--- config.mk ---
export PLATFORM = sky130hd
export DESIGN_NAME = apdg_drive
export DESIGN_NICKNAME = d
export VERILOG_FILES = /design/src/hdl/apdg_drive.v
export VERILOG_INCLUDE_DIRS = /design/src /design/src/hdl
export SDC_FILE = /design/constraint.sdc
export NUM_CORES = 1
export LEC_CHECK = 0
export BUFFER_PORTS_ARGS = -buffer_cell sky130_fd_sc_hd__buf_2
export CAP_MARGIN = 30
export CELL_PAD_IN_SITES_DETAIL_PLACEMENT = 1
export CELL_PAD_IN_SITES_GLOBAL_PLACEMENT = 2
export CORE_ASPECT_RATIO = 2
export CORE_MARGIN = 2
export CORE_UTILIZATION = 39
export DETAILED_ROUTE_END_ITERATION = 10
export PLACE_DENSITY_LB_ADDON = 0.1
export SYNTH_ARGS = -nofsm -noshare
export SYNTH_HDL_FRONTEND = slang
export SYNTH_SLANG_ARGS = --single-unit
--- constraint.sdc ---
create_clock -name core_clk -period 8.3 [get_ports core_clk]
set_input_delay 1.66 -clock core_clk [delete_from_list [all_inputs] [get_ports core_clk]]
set_output_delay 1.66 -clock core_clk [all_outputs]
set_load 0.005 [all_outputs]
--- src/hdl/apdg_consts.vh ---
/*
  Register map, field positions, reset values and command codes of the
  axis pulse drive generator. Assumes a 32-bit classic Wishbone slave.
*/
// What this block does
// - Fixed-count drive emits exactly the programmed pulse count, then ends.
// - Auto decel starts when remaining pulses fall to accel pulses plus offset.
// - New pulse count accepted mid-drive; below pulses output halts at once.
// - S-curve count change may end with unfinished deceleration.
// - Drive speed change accepted in linear or constant fixed-count drive with S-curve mode off.
// - Drive speed write ignored during running S-curve fixed-count drive.
// - Offset moves decel start earlier; negative offset may stop early.
// - Acceleration counter offset resets to 8.
// - Continuous drive runs until stop command or enabled stop input.
// - Continuous drive applies speed changes at any time without stopping.
// - Two stop commands: decelerating stop and sudden stop.
// - Four stop inputs, each with enable, active level and stop mode.
// - Ramped continuous drive decelerates to stop on any enabled input not set sudden.
// - Constant-speed continuous drive stops at once on any enabled stop input.
// - Drive speed at or below initial speed gives constant-speed drive.
// - Drives start by fixed or continuous command, plus or minus each.
// - Symmetric deceleration ramps down at the accel slope to initial speed.
`ifndef APDG_CONSTS_VH
`define APDG_CONSTS_VH

`define APDG_ADR_CMD 8'h00
`define APDG_ADR_MODE 8'h04
`define APDG_ADR_STOPCFG 8'h08
`define APDG_ADR_INIT_SPD 8'h0C
`define APDG_ADR_DRV_SPD 8'h10
`define APDG_ADR_ACCEL 8'h14
`define APDG_ADR_PCOUNT 8'h18
`define APDG_ADR_DPOINT 8'h1C
`define APDG_ADR_OFFSET 8'h20
`define APDG_ADR_STATUS 8'h24
`define APDG_ADR_OUTCNT 8'h28
`define APDG_ADR_CURSPD 8'h2C

`define APDG_MODE_MANUAL 0
`define APDG_MODE_SEPDEC 1
`define APDG_MODE_SCURVE 2

`define APDG_CFG_EN_LSB 0
`define APDG_CFG_LVL_LSB 4
`define APDG_CFG_SUD_LSB 8

`define APDG_CMD_DPOINT 8'h07
`define APDG_CMD_FIX_P 8'h20
`define APDG_CMD_FIX_M 8'h21
`define APDG_CMD_CONT_P 8'h22
`define APDG_CMD_CONT_M 8'h23
`define APDG_CMD_DSTOP 8'h26
`define APDG_CMD_SSTOP 8'h27

`define APDG_RST_OFFSET 16'h0008
`define APDG_RST_INIT_SPD 16'h0001
`define APDG_RST_DRV_SPD 16'h0001

`endif

--- src/hdl/apdg_drive.v ---
/*
  Single-axis pulse drive generator with its Wishbone register file.
  Assumes a classic Wishbone master on core_clk, stop inputs already
  synchronous to core_clk, and a driver that takes one-cycle step pulses.
*/
`timescale 1ns/100ps
`include "apdg_consts.vh"

module apdg_drive #(
  parameter SPD_W = 16,
  parameter CNT_W = 32,
  parameter PH_W = 24
)(
  // Clock and reset
  input wire core_clk,
  input wire rst,
  // Wishbone slave
  input wire wb_cyc_i,
  input wire wb_stb_i,
  input wire wb_we_i,
  input wire [7:0] wb_adr_i,
  input wire [3:0] wb_sel_i,
  input wire [31:0] wb_dat_i,
  output reg [31:0] wb_dat_o,
  output reg wb_ack_o,
  // Stop inputs
  input wire [3:0] external_stop_inputs,
  // Drive outputs
  output reg drive_pulse,
  output reg drive_dir,
  output wire drive_busy
);

localparam [3:0] ST_IDLE = 4'h1;
localparam [3:0] ST_ACCEL = 4'h2;
localparam [3:0] ST_CONST = 4'h4;
localparam [3:0] ST_DECEL = 4'h8;

////////////////////////////////////////////////////////////////////////////
// Byte-lane merge, used by every writable register
function [31:0] lane_merge;
  input [31:0] old_val;
  input [31:0] new_val;
  input [3:0] sel;
  integer i;
  begin
    for (i = 0; i < 4; i = i + 1)
    begin
      lane_merge[i*8 +: 8] = sel[i] ? new_val[i*8 +: 8] : old_val[i*8 +: 8];
    end
  end
endfunction

reg [3:0] state;
reg [2:0] drive_mode_register;
reg [11:0] stop_input_config_register;
reg [SPD_W-1:0] initial_speed_param;
reg [SPD_W-1:0] drive_speed;
reg [SPD_W-1:0] accel_rate;
reg [CNT_W-1:0] pulse_target;
reg [CNT_W-1:0] decel_point;
reg [CNT_W-1:0] dpoint_data;
reg [15:0] accel_offset;
reg [CNT_W-1:0] out_count;
reg [CNT_W-1:0] accel_pulses;
reg [SPD_W-1:0] cur_speed;
reg [SPD_W-1:0] rate_acc;
reg [PH_W-1:0] phase_acc;
reg fixed_drive;
reg stop_pending;
reg [1:0] last_stop;

wire bus_req = wb_cyc_i & wb_stb_i & ~wb_ack_o;
wire bus_wr = bus_req & wb_we_i;
wire cmd_wr = bus_wr & (wb_adr_i == `APDG_ADR_CMD) & wb_sel_i[0];
wire [7:0] cmd_code = wb_dat_i[7:0];
wire running = ~state[0];
wire scurve = drive_mode_register[`APDG_MODE_SCURVE];

////////////////////////////////////////////////////////////////////////////
// Bus slave: one wait state, ack for one cycle, unmapped reads zero
always @(posedge core_clk)
begin
  if (rst)
  begin
    wb_ack_o <= 1'b0;
    wb_dat_o <= 32'h0000_0000;
  end
  else
  begin
    wb_ack_o <= bus_req;
    wb_dat_o <= 32'h0000_0000;
    if (bus_req & ~wb_we_i)
    begin
      case (wb_adr_i)
        `APDG_ADR_MODE: wb_dat_o <= {29'h0, drive_mode_register};
        `APDG_ADR_STOPCFG: wb_dat_o <= {20'h0, stop_input_config_register};
        `APDG_ADR_INIT_SPD: wb_dat_o <= {{(32-SPD_W){1'b0}},
          initial_speed_param};
        `APDG_ADR_DRV_SPD: wb_dat_o <= {{(32-SPD_W){1'b0}}, drive_speed};
        `APDG_ADR_ACCEL: wb_dat_o <= {{(32-SPD_W){1'b0}}, accel_rate};
        `APDG_ADR_PCOUNT: wb_dat_o <= pulse_target;
        `APDG_ADR_DPOINT: wb_dat_o <= decel_point;
        `APDG_ADR_OFFSET: wb_dat_o <= {16'h0, accel_offset};
        `APDG_ADR_STATUS: wb_dat_o <= {22'h0, last_stop, state,
          stop_pending, fixed_drive, drive_dir, running};
        `APDG_ADR_OUTCNT: wb_dat_o <= out_count;
        `APDG_ADR_CURSPD: wb_dat_o <= {{(32-SPD_W){1'b0}}, cur_speed};
        default: wb_dat_o <= 32'h0000_0000;
      endcase
    end
  end
end

////////////////////////////////////////////////////////////////////////////
// Parameter registers
// Byte-lane merged write words, cut to width below
wire [31:0] mrg_mode = lane_merge({29'h0, drive_mode_register},
  wb_dat_i, wb_sel_i);
wire [31:0] mrg_cfg = lane_merge({20'h0, stop_input_config_register},
  wb_dat_i, wb_sel_i);
wire [31:0] mrg_init = lane_merge({{(32-SPD_W){1'b0}},
  initial_speed_param}, wb_dat_i, wb_sel_i);
wire [31:0] mrg_drv = lane_merge({{(32-SPD_W){1'b0}}, drive_speed},
  wb_dat_i, wb_sel_i);
wire [31:0] mrg_accel = lane_merge({{(32-SPD_W){1'b0}}, accel_rate},
  wb_dat_i, wb_sel_i);
wire [31:0] mrg_offset = lane_merge({16'h0, accel_offset}, wb_dat_i,
  wb_sel_i);
always @(posedge core_clk)
begin
  if (rst)
  begin
    drive_mode_register <= 3'h0;
    stop_input_config_register <= 12'h000;
    initial_speed_param <= `APDG_RST_INIT_SPD;
    drive_speed <= `APDG_RST_DRV_SPD;
    accel_rate <= {SPD_W{1'b0}};
    pulse_target <= {CNT_W{1'b0}};
    dpoint_data <= {CNT_W{1'b0}};
    decel_point <= {CNT_W{1'b0}};
    accel_offset <= `APDG_RST_OFFSET;
  end
  else
  begin
    if (bus_wr)
    begin
      case (wb_adr_i)
        `APDG_ADR_MODE: drive_mode_register <= mrg_mode[2:0];
        `APDG_ADR_STOPCFG: stop_input_config_register <= mrg_cfg[11:0];
        `APDG_ADR_INIT_SPD: initial_speed_param <= mrg_init[SPD_W-1:0];
        `APDG_ADR_DRV_SPD:
          if (~(running & fixed_drive & scurve))
            drive_speed <= mrg_drv[SPD_W-1:0];
        `APDG_ADR_ACCEL: accel_rate <= mrg_accel[SPD_W-1:0];
        `APDG_ADR_PCOUNT: pulse_target <= lane_merge(pulse_target,
          wb_dat_i, wb_sel_i);
        `APDG_ADR_DPOINT: dpoint_data <= lane_merge(dpoint_data,
          wb_dat_i, wb_sel_i);
        `APDG_ADR_OFFSET: accel_offset <= mrg_offset[15:0];
        default: ;
      endcase
    end
    if (cmd_wr & (cmd_code == `APDG_CMD_DPOINT))
      decel_point <= dpoint_data;
  end
end

////////////////////////////////////////////////////////////////////////////
// Stop input decode
wire [3:0] stop_en = stop_input_config_register[`APDG_CFG_EN_LSB +: 4];
wire [3:0] stop_lvl = stop_input_config_register[`APDG_CFG_LVL_LSB +: 4];
wire [3:0] stop_sud = stop_input_config_register[`APDG_CFG_SUD_LSB +: 4];
wire [3:0] stop_act;
genvar gi;
generate
  for (gi = 0; gi < 4; gi = gi + 1)
  begin : g_stop
    assign stop_act[gi] = stop_en[gi] &
      (external_stop_inputs[gi] == stop_lvl[gi]);
  end
endgenerate

// sudden when flat, or input set sudden
wire ext_sudden = |(stop_act & stop_sud) | (state[2] & ~fixed_drive &
  (|stop_act) & ~(drive_speed > initial_speed_param));
// any other active input ramps down
wire ext_decel = |(stop_act & ~stop_sud);

wire cmd_start = cmd_wr & ~running & ((cmd_code == `APDG_CMD_FIX_P) |
  (cmd_code == `APDG_CMD_FIX_M) | (cmd_code == `APDG_CMD_CONT_P) |
  (cmd_code == `APDG_CMD_CONT_M));
wire cmd_dstop = cmd_wr & (cmd_code == `APDG_CMD_DSTOP);
wire cmd_sstop = cmd_wr & (cmd_code == `APDG_CMD_SSTOP);

////////////////////////////////////////////////////////////////////////////
// Speed arithmetic
wire [PH_W:0] phase_sum = {1'b0, phase_acc} +
  {{(PH_W+1-SPD_W){1'b0}}, cur_speed};
wire [SPD_W:0] rate_sum = {1'b0, rate_acc} + {1'b0, accel_rate};
wire step = rate_sum[SPD_W];
wire emit = running & phase_sum[PH_W];
// drive speed not above initial speed runs flat
wire ramped = drive_speed > initial_speed_param;
wire [SPD_W-1:0] top_speed = ramped ? drive_speed : initial_speed_param;
wire [CNT_W-1:0] remaining = pulse_target - out_count;
wire [CNT_W+1:0] acc_thr = {2'b00, accel_pulses} +
  {{(CNT_W-14){accel_offset[15]}}, accel_offset};
// auto point, moved earlier by offset
wire auto_hit = $signed({2'b00, remaining}) <= $signed(acc_thr);
wire dec_hit = drive_mode_register[`APDG_MODE_MANUAL] ?
  (remaining <= decel_point) : auto_hit;
wire count_done = fixed_drive & (out_count == pulse_target);
// count set below pulses already out
wire count_short = fixed_drive & (pulse_target < out_count);
wire early_end = fixed_drive & ~accel_offset[15] ? 1'b0 :
  fixed_drive & state[3] & (cur_speed <= initial_speed_param) &
  ($signed(acc_thr) < $signed({(CNT_W+2){1'b0}}));

////////////////////////////////////////////////////////////////////////////
// Drive sequencer
reg [3:0] next_state;
always @*
begin
  next_state = state;
  case (state)
    ST_IDLE:
      if (cmd_start)
        next_state = ramped ? ST_ACCEL : ST_CONST;
    ST_ACCEL, ST_CONST:
      if (cmd_sstop | ext_sudden | count_done | count_short)
        next_state = ST_IDLE;
      else if (cmd_dstop | ext_decel | stop_pending |
        (fixed_drive & ramped & dec_hit))
        next_state = ramped ? ST_DECEL : ST_IDLE;
      else if (cur_speed < top_speed)
        next_state = ST_ACCEL;
      else
        next_state = ST_CONST;
    ST_DECEL:
      if (cmd_sstop | ext_sudden | count_done | count_short | early_end |
        (~fixed_drive & (cur_speed <= initial_speed_param)))
        next_state = ST_IDLE;
    default: next_state = ST_IDLE;
  endcase
end

assign drive_busy = running;

always @(posedge core_clk)
begin
  if (rst)
  begin
    state <= ST_IDLE;
    cur_speed <= {SPD_W{1'b0}};
    rate_acc <= {SPD_W{1'b0}};
    phase_acc <= {PH_W{1'b0}};
    out_count <= {CNT_W{1'b0}};
    accel_pulses <= {CNT_W{1'b0}};
    fixed_drive <= 1'b0;
    stop_pending <= 1'b0;
    last_stop <= 2'b00;
    drive_pulse <= 1'b0;
    drive_dir <= 1'b0;
  end
  else
  begin
    state <= next_state;
    // no pulse once count met or cut short
    drive_pulse <= emit & ~count_done & ~count_short & ~state[0] &
      ~next_state[0];
    if (state[0])
    begin
      phase_acc <= {PH_W{1'b0}};
      rate_acc <= {SPD_W{1'b0}};
      stop_pending <= 1'b0;
      if (cmd_start)
      begin
        // fixed or continuous, plus or minus
        fixed_drive <= ~cmd_code[1];
        drive_dir <= cmd_code[0];
        cur_speed <= initial_speed_param;
        out_count <= {CNT_W{1'b0}};
        accel_pulses <= {CNT_W{1'b0}};
        last_stop <= 2'b00;
      end
    end
    else
    begin
      phase_acc <= phase_sum[PH_W-1:0];
      rate_acc <= rate_sum[SPD_W-1:0];
      if (emit & ~count_done & ~count_short)
        out_count <= out_count + {{(CNT_W-1){1'b0}}, 1'b1};
      if (state[1] & emit)
        accel_pulses <= accel_pulses + {{(CNT_W-1){1'b0}}, 1'b1};
      // decel stop seen while ramping up is kept
      if (cmd_dstop | ext_decel)
        stop_pending <= 1'b1;
      if (step & state[1] & (cur_speed < top_speed))
        cur_speed <= cur_speed + {{(SPD_W-1){1'b0}}, 1'b1};
      else if (step & state[2] & (cur_speed > top_speed))
        cur_speed <= cur_speed - {{(SPD_W-1){1'b0}}, 1'b1};
      // linear ramp down at accel slope
      else if (step & state[3] & (cur_speed > initial_speed_param))
        cur_speed <= cur_speed - {{(SPD_W-1){1'b0}}, 1'b1};
      if (cmd_sstop | ext_sudden)
        last_stop <= 2'b10;
      else if (cmd_dstop | ext_decel)
        last_stop <= 2'b01;
      else if (count_done | count_short)
        last_stop <= 2'b11;
    end
  end
end

endmodule

==> impl_metrics.csv <==
group,metric,value,unit
floorplan,die_h,338,um
clock_network,worstSkewPairLatency,0.57,ns
critical_path,critPathLaunchType,"flop",
sta,rsz0062_at_grt,"no",
synthesis,synth.area.top_cells,"dfxtp_1 31%, ha_1 13%, a21oi_1 5.6%",
grt,grt_pass1_vias,21700,
synthesis,ys_ff_latch,338,
finish,fillers,6681,
drt,num_vias,20400,
sta,clock.fmax,143,MHz
drt,drcViolationCount,0,
sta,slew_viol_final,0,
min_path,hp-class,"reg2reg",
floorplan,core,0.0553,mm^2
drt,drtIter0Drc,1037,
min_path,whs_path_depth,2,
clock_network,cts_setup_buffers,0,
synthesis,synth_common_cells,"338 x dfxtp_1, 304 x nor2_1, 243 x a21oi_1, 236 x nand2_1, 225 x ha_1",
synthesis,synth_flop_cell,"dfxtp_1",
power,p_switching,816,uW
critical_path,critical_path.most_common_cell,"ha_1",
clock_network,cts_hold_buf,0,
critical_path,path_depth,27,
power,ir_worst_vdd,148,uV
clock_network,cts_max_path_buffers,3,
drt,via_per_inst,5.92,
critical_path,crit_path_end_kind,"flop",
critical_path,critPathMaxFanout,21,
drt,drt.antenna.violating_nets,0,
power,p_seq_share,47.1,%
place,hpwl,69900,um
critical_path,critical_path_class,"reg2reg",
synthesis,yosys.cell_types.count,87,
clock_network,cts.repair.resized,0,
synthesis,yosys_warnings,0,
critical_path,reg2regPathDepth,27,
critical_path,required,8.72,ns
critical_path,cp_slowest_cell,"a41oi_2",
synthesis,syn-num-nets,2911,
power,power_leakage,9.41,nW
grt,grt_pass1_wl,132000,um
synthesis,synth_edf_count,0,
power,p_int,2.63,mW
clock_network,cts_sinks,338,
power,swShare,23.7,%
floorplan,dieWidth,171,um
sta,tightest_slew,1.05,ns
power,powerDensity,142,mW/mm^2
floorplan,initial_core_util,39.3,%
sta,fin_crit_sh,84.5,%
grt,antenna_found_initial,1,
finish,final_util,43.8,%
synthesis,yosys.area.top_type,"dfxtp_1",
sta,final_hold_viol_count,0,
place,place.gp.congestion,1.01,
synthesis,syn-instance-count,2628,
synthesis,synth.most_common_cell,"dfxtp_1",
critical_path,cpLargestDelayFamily,"compound AO/OA/AOI/OAI gates",
grt,grt_start_max_net_pins,82,
clock_network,cts_root_buf,"clkbuf_16",
run,maxCapViolations,0,
critical_path,cp.arrival,7.43,ns
sta,fin_worst_skew,0.0280,ns
synthesis,synth.top_cell.area_share,31.1,%
finish,layout.nets,2956,
place,io_buffers,88,
drt,firstDrtPassIters,6,
synthesis,ys_async_sr_fraction,0,%
synthesis,yosysSeqAreaShare,31.1,%
power,pwr-share-clk,50.5,%
synthesis,syn_area_per_cell,8.27,um^2
finish,syn2layout_area_growth,11.4,%
critical_path,critPathMaxStageDelay,0.67,ns
sta,finalSetupViolCount,0,
drt,wl_per_cell,25.5,um
floorplan,row_count,122,
finish,drive_gt1_share,9.63,%
clock_network,htree_levels,2,
clock_network,cts_tree,"done",
clock_network,cts_inserted_buffers,36,
floorplan,pin_count,89,
sta,layout_min_cycle_time,7.01,ns
floorplan,design.die.area,0.0578,mm^2
critical_path,critPathBufInv,3,
grt,grt_use_total,30.6,%
clock_network,clk_pin_slew,0.07,ns
status,status,"finished clean",
sta,slew_headroom,29.8,%
power,power.share.combinational,2.4,%
synthesis,syn_area,0.0217,mm^2
drt,drt_wl_total,87800,um
finish,insertedDiodeCount,0,
sta,fin_setup_tns,0,ns
grt,overflow,0,
-- placed cells by master, fill, tap and decap left out, types with 22 or more instances in the layout --
cell | synthesis | layout
nand2_1 | 236 | 236
xnor2_1 | 114 | 114
mux2i_1 | 83 | 83
a222oi_1 | 43 | 43
dfxtp_1 | 338 | 338
a31oi_1 | 27 | 27
nor3_1 | 38 | 37
o21ai_0 | 70 | 69
nand3_1 | 117 | 117
buf_2 | 13 | 87
nor2_1 | 304 | 296
nand4_1 | 38 | 38
ha_1 | 225 | 225
xor2_1 | 37 | 37
clkbuf_16 | 0 | 38
nor4_2 | 25 | 25
nor2b_1 | 23 | 23
inv_1 | 141 | 141
a211oi_1 | 22 | 22
a21o_1 | 52 | 52
buf_4 | 4 | 33
a21oi_1 | 243 | 243
-- final cells by class --
class,instances,area [um^2],share of cell area [%]
Multi-Input combinational cell,2032,14000,57.8
Sequential cell,338,6770,27.9
Clock buffer,47,1030,4.27
Tap cell,744,931,3.84
Timing Repair Buffer,124,748,3.09
Inverter,141,529,2.19
Clock inverter,18,210,0.868
-- layer usage --
metal	wire (um)	global-route usage, %	up-vias
met3	2590	3.20	265
met4	8900	26.4	0
met5	0	0	-
met2	47800	59.4	471
met1	28500	27.7	10100
li1	-	-	9595
-- registers in the layout (all words and copies together) (netlist names), 16 cells and up --
signal and flops:
initial_speed_param 16, pulse_target 32, out_count 32, decel_point 32, accel_pulses 32, drive_speed 16, wb_dat_o 32, cur_speed 16
phase_acc 24, accel_offset 16, dpoint_data 32, rate_acc 16, accel_rate 16
-- per-stage QoR --
| stage | total power [mW] | area, um^2 | std cells | hold slack (ns) | setup WS (ns) |
|---|---|---|---|---|---|
| 4_1_cts | 3.49 | 24200 | 3444 | 0.460 | 1.24 |
| 3_5_place_dp | 1.74 | 23000 | 3379 | 0.450 | 1.31 |
| 3_3_place_gp | 1.74 | 22900 | 3373 | 0.442 | 1.29 |
| 6_report | 3.45 | 24200 | 3444 | 0.458 | 1.29 |
| 2_1_floorplan | 1.70 | 21700 | 2628 | 0.436 | 2.02 |
| 5_1_grt | 3.55 | 24200 | 3444 | 0.483 | 0.691 |
-- tightest hold or removal path: cells and delay by family, from the launching register on --
family             cells  cell delay (ns)
DFF                    1             0.31
and+or+nand+nor        1             0.05
AOI/OAI and AO/OA      1             0.05
-- final timing paths --
| check | end | slack [ns] | from |
|---|---|---|---|
| worst max register to register | cur_speed[15] | 1.29 | initial_speed_param[1] |
| worst max-delay path | cur_speed[15] | 1.29 | initial_speed_param[1] |
| worst min register to register | dpoint_data[10] | 0.46 | dpoint_data[10] |
| worst min-delay path | dpoint_data[10] | 0.46 | dpoint_data[10] |
-- logic make-up after synthesis --
logic type / count (synthesis) / share of synthesized area (%)
AND/OR/NAND/NOR: 927 / 21.1
multiplexers: 84 / 3.87
flip-flops: 338 / 31.1
XOR/XNOR: 151 / 6.08
adder cells (fa/ha/maj): 230 / 13.4
buffers and inverters: 258 / 4.74
AO/OA/AOI/OAI: 640 / 19.7
-- power by group through the flow --
stage	logic [mW]	clock network, mW	registers, mW
global placement	0.0825	0	1.66
floorplan	0.0400	0	1.66
finish	0.0833	1.74	1.62
CTS	0.0833	1.79	1.62
global route	0.0885	1.84	1.62
detailed placement	0.0830	0	1.66
Note: power is estimated with default switching activity, not from simulation.
